### config.mk
export PLATFORM = sky130hd
export DESIGN_NAME = fasr_regs
export DESIGN_NICKNAME = d
export VERILOG_FILES = /design/src/pkg/fasr_pkg.sv /design/src/logic/fasr_regs.sv
export SDC_FILE = /design/constraint.sdc
export NUM_CORES = 1
export LEC_CHECK = 0
export ABC_AREA = 1
export BUFFER_PORTS_ARGS = -buffer_cell sky130_fd_sc_hd__buf_2
export CORE_MARGIN = 10
export CORE_UTILIZATION = 35
export CTS_BUF_LIST = sky130_fd_sc_hd__clkbuf_4
export DETAILED_ROUTE_END_ITERATION = 6
export PLACE_DENSITY = 0.64
export SLEW_MARGIN = 20
export SYNTH_ARGS = -nofsm -noshare
export SYNTH_HDL_FRONTEND = slang
export SYNTH_SLANG_ARGS = --single-unit
### constraint.sdc
create_clock -name mclk_i -period 1.49 [get_ports mclk_i]
set_input_delay 0.149 -clock mclk_i [delete_from_list [all_inputs] [get_ports mclk_i]]
set_output_delay 0.149 -clock mclk_i [all_outputs]
set_load 0.05 [all_outputs]
### src/pkg/fasr_pkg.sv
// What this block does
// - Flag a fault when the slow oscillator is off by over five percent.
// - Re-evaluate the oscillator check every two slow-oscillator periods.
// - Bit 14 mirrors bit 15: same set condition, same clear.
// - Latched flags other than single-ended clear only by writing zero; writing one changes nothing.
// - Upper single-ended flag sets when upper receiver goes single-ended.
// - Lower single-ended flag sets when lower receiver goes single-ended.
// - Redundant single-ended flags set even while power-on flag is set.
// - Supply, ground, HV, primary SE flags wait for the power-on clear.
// - Each isolated ground pin open circuit latches its own flag.
// - High-voltage undervoltage latches bit 3; only a zero write clears.
// - Bit 5 reads as OR of all balance-switch alerts, read-only.
// - Die flag latches on overtemperature or too-short diagnostic settling.
// - Fault bit 13 and cell-alert bits 15 and 14 read zero.
// - Cell-alert bit 13 is OR of auxiliary input 1 alerts.
// - Cell-alert bit 12 is OR of auxiliary input 0 alerts.
// - Each cell bit is OR of that cell's over and under alerts.
// - Power-on flag sets on reset; host clears it by writing zero.
// - Summary bit is OR of all sixteen fault register bits.
package fasr_pkg;

  // ==========================================================
  // Register offsets
  localparam logic [7:0] STATUS_OFS = 8'h02;
  localparam logic [7:0] FAULT_OFS  = 8'h03;
  localparam logic [7:0] CELL_OFS   = 8'h04;

  // ==========================================================
  // Field positions
  localparam int BIT_OSC1   = 15;
  localparam int BIT_OSC2   = 14;
  localparam int BIT_ZERO   = 13;
  localparam int BIT_SEU1   = 12;
  localparam int BIT_SEL1   = 11;
  localparam int BIT_SEU2   = 10;
  localparam int BIT_SEL2   = 9;
  localparam int BIT_VDD3   = 8;
  localparam int BIT_VDD2   = 7;
  localparam int BIT_GND2   = 6;
  localparam int BIT_BALSW  = 5;
  localparam int BIT_TEMP   = 4;
  localparam int BIT_HVUV   = 3;
  localparam int BIT_GND3   = 2;
  localparam int BIT_VDD1   = 1;
  localparam int BIT_GND1   = 0;
  localparam int BIT_AIN1   = 13;
  localparam int BIT_AIN0   = 12;
  localparam int BIT_POR    = 15;
  localparam int CELLS      = 12;

  // Bits that software clears by writing zero.
  localparam logic [15:0] FAULT_W0C_MASK = 16'hc1df;

  // ==========================================================
  // Reset values
  localparam logic [15:0] FAULT_RST    = 16'h0000;
  localparam logic        POR_FLAG_RST = 1'b1;

  // ==========================================================
  // Timing
  localparam int MCLK_HZ     = 200000000;
  localparam int OSC_NOM_HZ  = 32000;
  localparam int OSC_TOL_PCT = 5;
  localparam int OSC_SPAN    = MCLK_HZ / OSC_NOM_HZ * 2;
  localparam int OSC_LO_CYC  = OSC_SPAN * (100 - OSC_TOL_PCT) / 100;
  localparam int OSC_HI_CYC  = OSC_SPAN * (100 + OSC_TOL_PCT) / 100;
  localparam int SETTLE_US   = 50;
  localparam int SETTLE_CYC  = MCLK_HZ / 1000000 * SETTLE_US;

  // ==========================================================
  // Carriers
  typedef struct packed {
    logic       en;
    logic [7:0] addr;
    logic [15:0] data;
  } fasr_wr_t;

  typedef struct packed {
    logic       upper_se;
    logic       lower_se;
    logic [2:0] supply_uv;
    logic [2:0] ground_open;
    logic       hv_uv;
    logic       die_hot;
    logic       diag_start;
    logic       diag_done;
  } fasr_cond_t;

  typedef struct packed {
    logic [11:0] balsw;
    logic [11:0] cell_ov;
    logic [11:0] cell_uv;
    logic [1:0]  aux_ov;
    logic [1:0]  aux_uv;
  } fasr_alert_t;

endpackage : fasr_pkg
### src/logic/fasr_regs.sv
`timescale 1ns/1ps

module fasr_regs #(
  parameter int OSC_LO_CYC = fasr_pkg::OSC_LO_CYC,
  parameter int OSC_HI_CYC = fasr_pkg::OSC_HI_CYC,
  parameter int SETTLE_CYC = fasr_pkg::SETTLE_CYC
) (
  input  wire logic               mclk_i,
  input  wire logic               rst_n_i,
  input  wire logic               osc_lf_i,
  input  wire fasr_pkg::fasr_cond_t  cond_i,
  input  wire fasr_pkg::fasr_alert_t alert_i,
  input  wire fasr_pkg::fasr_wr_t    wr_i,
  input  wire logic               rd_en_i,
  input  wire logic [7:0]         rd_addr_i,
  output logic [15:0]             rd_data_o,
  output logic                    rd_valid_o,
  output logic                    por_flag_o,
  output logic                    fault_summary_o
);

  localparam int CW = $clog2(OSC_HI_CYC + 2);
  localparam int SW = $clog2(SETTLE_CYC + 2);
  localparam logic [CW-1:0] LO_LIM = CW'(OSC_LO_CYC);
  localparam logic [CW-1:0] HI_LIM = CW'(OSC_HI_CYC);
  localparam logic [SW-1:0] ST_LIM = SW'(SETTLE_CYC);

  typedef enum logic [1:0] {
    OSC_SYNC,
    OSC_ONE,
    OSC_TWO
  } fasr_osc_t;

  typedef enum logic {
    DG_IDLE,
    DG_RUN
  } fasr_diag_t;

  // ==========================================================
  // Address decode

  // One compare shared by the write and read paths.
  function automatic logic fasr_hit(input logic [7:0] a,
                                    input logic [7:0] ofs);
    fasr_hit = (a == ofs);
  endfunction : fasr_hit

  logic        wr_fault;
  logic        wr_status;
  logic [15:0] clr_vec;

  // Zero bits of a write to the fault register clear latched bits.
  assign wr_fault  = wr_i.en & fasr_hit(wr_i.addr, fasr_pkg::FAULT_OFS);
  assign wr_status = wr_i.en & fasr_hit(wr_i.addr, fasr_pkg::STATUS_OFS);
  assign clr_vec   = wr_fault ? (~wr_i.data & fasr_pkg::FAULT_W0C_MASK)
                              : 16'h0000;

  // ==========================================================
  // Slow oscillator frequency check

  fasr_osc_t     osc_state_reg;
  logic [CW-1:0] osc_cnt_reg;
  logic          lf_prev_reg;
  logic          osc_fail_reg;
  logic          lf_rise;
  logic          osc_late;

  assign lf_rise  = osc_lf_i & ~lf_prev_reg;
  assign osc_late = (osc_cnt_reg >= HI_LIM);

  // Edge history of the slow clock, sampled as a plain input.
  // It leaves reset as if the input were high: a release while the
  // slow clock is high must not look like a rising edge, or the
  // first window would be cut short and raise a false fault.
  always_ff @(posedge mclk_i) begin
    if (!rst_n_i) begin
      lf_prev_reg <= 1'b1;
    end else begin
      lf_prev_reg <= osc_lf_i;
    end
  end

  // The window spans two slow periods, so duty cycle does not
  // matter; a stopped oscillator is caught by the upper limit
  // even before the first edge is seen.
  // A glitch on osc_lf_i counts as an edge and can raise a fault,
  // so the pin is expected to be clean by the time it gets here.
  always_ff @(posedge mclk_i) begin
    if (!rst_n_i) begin
      osc_state_reg <= OSC_SYNC;
      osc_cnt_reg   <= '0;
      osc_fail_reg  <= 1'b0;
    end else begin
      osc_fail_reg <= 1'b0;
      if (osc_late) begin
        osc_fail_reg  <= 1'b1;
        osc_cnt_reg   <= '0;
        osc_state_reg <= OSC_SYNC;
      end else begin
        osc_cnt_reg <= osc_cnt_reg + 1'b1;
        unique case (osc_state_reg)
          OSC_SYNC: begin
            if (lf_rise) begin
              osc_cnt_reg   <= '0;
              osc_state_reg <= OSC_ONE;
            end
          end
          OSC_ONE: begin
            if (lf_rise) begin
              osc_state_reg <= OSC_TWO;
            end
          end
          OSC_TWO: begin
            if (lf_rise) begin
              osc_fail_reg  <= (osc_cnt_reg < LO_LIM);
              osc_cnt_reg   <= '0;
              osc_state_reg <= OSC_ONE;
            end
          end
        endcase
      end
    end
  end

  // ==========================================================
  // Diagnostic settling time check

  fasr_diag_t    diag_state_reg;
  logic [SW-1:0] diag_cnt_reg;
  logic          diag_short_reg;

  // A result that arrives before the settling time has passed may
  // be inaccurate, so it raises the die temperature alert.
  // A second start while one is running is ignored, so the time
  // is always counted from the first start of a measurement.
  always_ff @(posedge mclk_i) begin
    if (!rst_n_i) begin
      diag_state_reg <= DG_IDLE;
      diag_cnt_reg   <= '0;
      diag_short_reg <= 1'b0;
    end else begin
      diag_short_reg <= 1'b0;
      unique case (diag_state_reg)
        DG_IDLE: begin
          if (cond_i.diag_start) begin
            diag_cnt_reg   <= '0;
            diag_state_reg <= DG_RUN;
          end
        end
        DG_RUN: begin
          if (diag_cnt_reg < ST_LIM) begin
            diag_cnt_reg <= diag_cnt_reg + 1'b1;
          end
          if (cond_i.diag_done) begin
            diag_short_reg <= (diag_cnt_reg < ST_LIM);
            diag_state_reg <= DG_IDLE;
          end
        end
      endcase
    end
  end

  // ==========================================================
  // Power-on indicator

  logic por_flag_reg;

  // Only a zero in its bit of a status write clears the flag.
  // It never sets again outside reset, so the host can use it to
  // spot a reset that it did not ask for.
  always_ff @(posedge mclk_i) begin
    if (!rst_n_i) begin
      por_flag_reg <= fasr_pkg::POR_FLAG_RST;
    end else if (wr_status && !wr_i.data[fasr_pkg::BIT_POR]) begin
      por_flag_reg <= 1'b0;
    end
  end

  // ==========================================================
  // Set terms of the latched fault bits

  logic [15:0] set_vec;
  logic        armed;

  assign armed = ~por_flag_reg;

  // Supply and ground monitors are unreliable while the part is
  // still powering up, so they are held off until the host has
  // acknowledged the power-on event.
  always_comb begin
    set_vec = 16'h0000;
    set_vec[fasr_pkg::BIT_OSC1] = osc_fail_reg;
    set_vec[fasr_pkg::BIT_OSC2] = osc_fail_reg;
    set_vec[fasr_pkg::BIT_SEU1] = cond_i.upper_se & armed;
    set_vec[fasr_pkg::BIT_SEL1] = cond_i.lower_se & armed;
    set_vec[fasr_pkg::BIT_SEU2] = cond_i.upper_se;
    set_vec[fasr_pkg::BIT_SEL2] = cond_i.lower_se;
    set_vec[fasr_pkg::BIT_VDD1] = cond_i.supply_uv[0] & armed;
    set_vec[fasr_pkg::BIT_VDD2] = cond_i.supply_uv[1] & armed;
    set_vec[fasr_pkg::BIT_VDD3] = cond_i.supply_uv[2] & armed;
    set_vec[fasr_pkg::BIT_GND1] = cond_i.ground_open[0] & armed;
    set_vec[fasr_pkg::BIT_GND2] = cond_i.ground_open[1] & armed;
    set_vec[fasr_pkg::BIT_GND3] = cond_i.ground_open[2] & armed;
    set_vec[fasr_pkg::BIT_HVUV] = cond_i.hv_uv & armed;
    set_vec[fasr_pkg::BIT_TEMP] = cond_i.die_hot | diag_short_reg;
  end

  // ==========================================================
  // Latched fault bits

  logic [15:0] fault_reg;
  logic [15:0] fault_next;

  // Single-ended bits sit outside the clear mask and stay set
  // until reset, since the receiver mode is chosen only once.
  assign fault_next = (fault_reg & ~clr_vec) | set_vec;

  // The set term goes in after the clear, so a fault that is still
  // present while the host acknowledges it stays visible.
  always_ff @(posedge mclk_i) begin
    if (!rst_n_i) begin
      fault_reg <= fasr_pkg::FAULT_RST;
    end else begin
      fault_reg <= fault_next;
    end
  end

  // ==========================================================
  // Read-only summaries

  logic [15:0] fault_view;
  logic [15:0] cell_view;
  logic [11:0] cell_or;

  // One bit per cell, built the same way for all twelve.
  for (genvar i = 0; i < fasr_pkg::CELLS; i++) begin : g_cell
    assign cell_or[i] = alert_i.cell_ov[i] | alert_i.cell_uv[i];
  end

  always_comb begin
    fault_view = fault_reg;
    fault_view[fasr_pkg::BIT_ZERO]  = 1'b0;
    fault_view[fasr_pkg::BIT_BALSW] = |alert_i.balsw;
  end

  always_comb begin
    cell_view = 16'h0000;
    cell_view[11:0] = cell_or;
    cell_view[fasr_pkg::BIT_AIN1] = alert_i.aux_ov[1]
                                  | alert_i.aux_uv[1];
    cell_view[fasr_pkg::BIT_AIN0] = alert_i.aux_ov[0]
                                  | alert_i.aux_uv[0];
  end

  // ==========================================================
  // Status outputs

  logic summary_reg;

  // Registered so the status owner sees a clean level; it lags
  // the fault bits by one cycle.
  // Bit 5 follows the balance-switch alerts live, so the summary
  // can rise without any latched fault being set.
  always_ff @(posedge mclk_i) begin
    if (!rst_n_i) begin
      summary_reg <= 1'b0;
    end else begin
      summary_reg <= |fault_view;
    end
  end

  assign por_flag_o      = por_flag_reg;
  assign fault_summary_o = summary_reg;

  // ==========================================================
  // Read port

  logic [15:0] rd_data_reg;
  logic        rd_valid_reg;

  // Reads answer one cycle later; any other offset reads zero.
  // A read in the cycle of a write returns the value from before it.
  always_ff @(posedge mclk_i) begin
    if (!rst_n_i) begin
      rd_data_reg  <= 16'h0000;
      rd_valid_reg <= 1'b0;
    end else begin
      rd_valid_reg <= rd_en_i;
      if (rd_en_i) begin
        if (fasr_hit(rd_addr_i, fasr_pkg::FAULT_OFS)) begin
          rd_data_reg <= fault_view;
        end else if (fasr_hit(rd_addr_i, fasr_pkg::CELL_OFS)) begin
          rd_data_reg <= cell_view;
        end else begin
          rd_data_reg <= 16'h0000;
        end
      end
    end
  end

  assign rd_data_o  = rd_data_reg;
  assign rd_valid_o = rd_valid_reg;

endmodule : fasr_regs

==> results.yml <==
synthesis:
  synth_compound_area_frac: 0.1357
  netlist_top_cells_area: "dfxtp_1 38%, nand2_1 13%, nor2_1 11%"
  synthCells: 531
  yosysSeqAreaShare: 0.3849
  synth_top_family_by_area: "simple AND/OR/NAND/NOR gates"
  synth-seq-cells: 67
  synth_area_leader_cell: "dfxtp_1"
  synthesis.nets: 624
  ys_warn_count: 0
  yosys.area_share.simple: 0.3831
  syn_avg_cell_area_sq_um: 6.562
  synth-adder-area-share: 0.01436
  synth_top_area_frac: 0.3849
  muxShareOfSynthArea: 0
  synth-xor-area-share: 0
  netlist_area_sq_um: 3485
  synth.distinct_cells: 33
finish:
  syn_to_final_growth_pct: 31.20
  largest_register_ffs: 16
  layout.cells.non_filler: 803
  layout_common_cells: "116 x nand2_1, 102 x nor2_1, 101 x buf_2"
  diodes: 0
  design_area_sq_um: 4572
  layout_commonest_cell: "nand2_1"
  final_layout_size_suffix_gt1_frac: 0.2701
  nets: 758
worst_setup_path:
  cp_num_buf_inv: 3
  critPathCaptureType: "register"
  cp_top_family: "simple AND/OR/NAND/NOR gates"
  crit_type: "register to register"
  start_kind: "register"
  worst-path-max-fanout: 7
  cp.required_ns: 1.80
  worst_path_max_delay_cell: "dfxtp_1"
  path_cells: "inv_1, nand2_2, nor2_2, nand3_4, nand2_4, clkinvlp_4, nand2_1, nand2_1, inv_1, nor2_1"
  slowest_delay_ns: 0.34
  critPathArrivalTime_ns: 1.73
sta:
  finalClockSkew_ns: 0.01473
  tightest_slew_ns: 0.4265
  fmax_ghz: 0.7062
  period_minus_slack_ns: 1.416
  fin_hold_ws_ns: 0.03138
  fin_crit_sh: 0.9503
  max_slew_margin: 0.7153
  post-route-worst-setup-slack_ns: 0.07406
  setup_viol: 0
  drv_slew: 0
  finalHoldViolCount: 0
global_routing:
  overflow: 0
  grt_use_met1: 0.1577
  grt_pass1_wl_um: 16790
  top_usage_layer: "met2"
  met2_usage: 0.2373
  antenna_found_initial: 0
  grt_pass1_vias: 3694
  grt_max_degree: 21
  grt_util_all_layers: 0.1389
  use_met3: 0.05438
die:
  io_pins: 108
  start_util: 0.3582
  die-width_um: 119.8
  core.rowCount: 36
  core_sq_um: 9729
  die_y_um: 119.8
  dieArea_sq_um: 14350
pwr:
  p_leak_nw: 2.047
  vdd_drop_max_mv: 0.4108
  power_density_nw_per_um2: 823.1
placed_design:
  gp_congestion: 0.8462
  hpwl_um: 7812
  placed_area_sq_um: 4194
  placedCellCount: 767
  port_buffers: 101
  pre_cts_ws_ns: 0.06767
cts:
  clkLatencyLatePin_ns: 0.42
  cts_buffers: 9
  numClockSinks: 67
  cts_tree: "done"
  h-tree-depth: 3
  clk_path_buf_depth: 2
  clkTransAtPathRegs_ns: 0.12
  root_buffer: "clkbuf_4"
run:
  drv_cap: 0
drt:
  routedWlPerCell_um: 12.60
  final_antenna_net_count: 0
  first_iter_violations: 175
  wl_um: 10120
  drc: 0
  vias_per_cell: 4.621
  drtPass1Iterations: 5
  num_vias: 3711
run_status:
  outcome: "finished clean"
worst_hold_path:
  hold_class: "input pin to register"
## where the power goes
part	switching, mW	internal, mW
Clock	0.660	0.687
Combinational	0.315	0.224
Sequential	0.0334	1.84
Total	1.01	2.75
## area by class of cell
class                      instances  area, sq um
fill                            1018         5157
clock buffer                      10        75.07
timing repair buffer             135        803.3
clock inverter                     6        80.08
sequential                        67         1346
multi-input combinational        396         1887
inverter                          56        214.0
tap                              133        166.4
## cell usage after synthesis
master,count
clkinv_1,3
inv_1,51
o21ai_2,1
dfxtp_1,67
clkbuf_1,7
inv_2,2
a21oi_1,42
buf_6,1
nand3_1,36
nand3_2,3
o211ai_1,1
buf_2,2
nand2_1,118
ha_1,4
o21ai_1,1
nor4_1,2
nand2_4,1
a21oi_4,1
nand4_1,5
nand2_2,3
nor2_1,102
clkbuf_2,1
o21ai_0,42
nor2_4,3
nand4_4,1
nor2_2,17
nor3_1,4
nand3b_1,2
nor3_2,1
buf_8,1
or2_2,3
buf_4,1
o21bai_1,2
## tightest hold or removal path, stage by stage
cell     delay [ns]
buf_2          0.07
o21ai_0        0.06
nand2_1        0.06
nand2_1        0.04
inv_1          0.04
## cell families (layout without fill, tap and decap cells)
group                    Yosys count  in the layout
AO/OA/AOI/OAI                     90             90
buffers and inverters             69            207
AND/OR/NAND/NOR                  301            302
adder cells (fa/ha/maj)            4              4
flip-flops                        67             67
## metrics by stage
step                      setup TNS (ns)  total power, mW    util
after floorplan                        0            2.211       -
after CTS                              0            3.785  0.4583
final                                  0            3.763  0.4699
after global placement                 0            2.399  0.4311
after detailed placement               0            2.412  0.4311
after global routing           -0.007329            3.968  0.4699
## final timing paths
kind                                               startpoint                            to  slack, ns  cells past startpoint
worst max-delay path            diag_cnt_reg[11]$_SDFFE_PN0P_  diag_cnt_reg[4]$_SDFFE_PN0P_       0.07                     10
worst min-delay path                               alert_i[2]    rd_data_o[12]$_SDFFE_PN0P_       0.03                      5
worst max register to register  diag_cnt_reg[11]$_SDFFE_PN0P_  diag_cnt_reg[4]$_SDFFE_PN0P_       0.07                     10
worst min register to register   diag_cnt_reg[0]$_SDFFE_PN0P_  diag_cnt_reg[0]$_SDFFE_PN0P_       0.45                      1
## metal layers
| metal | vias to the layer above | routed length [um] |
|---|---|---|
| met1 | 1628 | 4341 |
| met5 | - | 0 |
| met4 | 0 | 73 |
| li1 | 1973 | - |
| met2 | 104 | 4963 |
| met3 | 6 | 738 |
## repair_timing
item | CTS | global route
gates resized for setup | 0 | 10
buffers inserted | 0 | 7
hold buffers | 11 | 1
hold endpoints to repair | 14 | 1
setup endpoints to repair | 0 | 18
(Power assumes the default switching activity.)
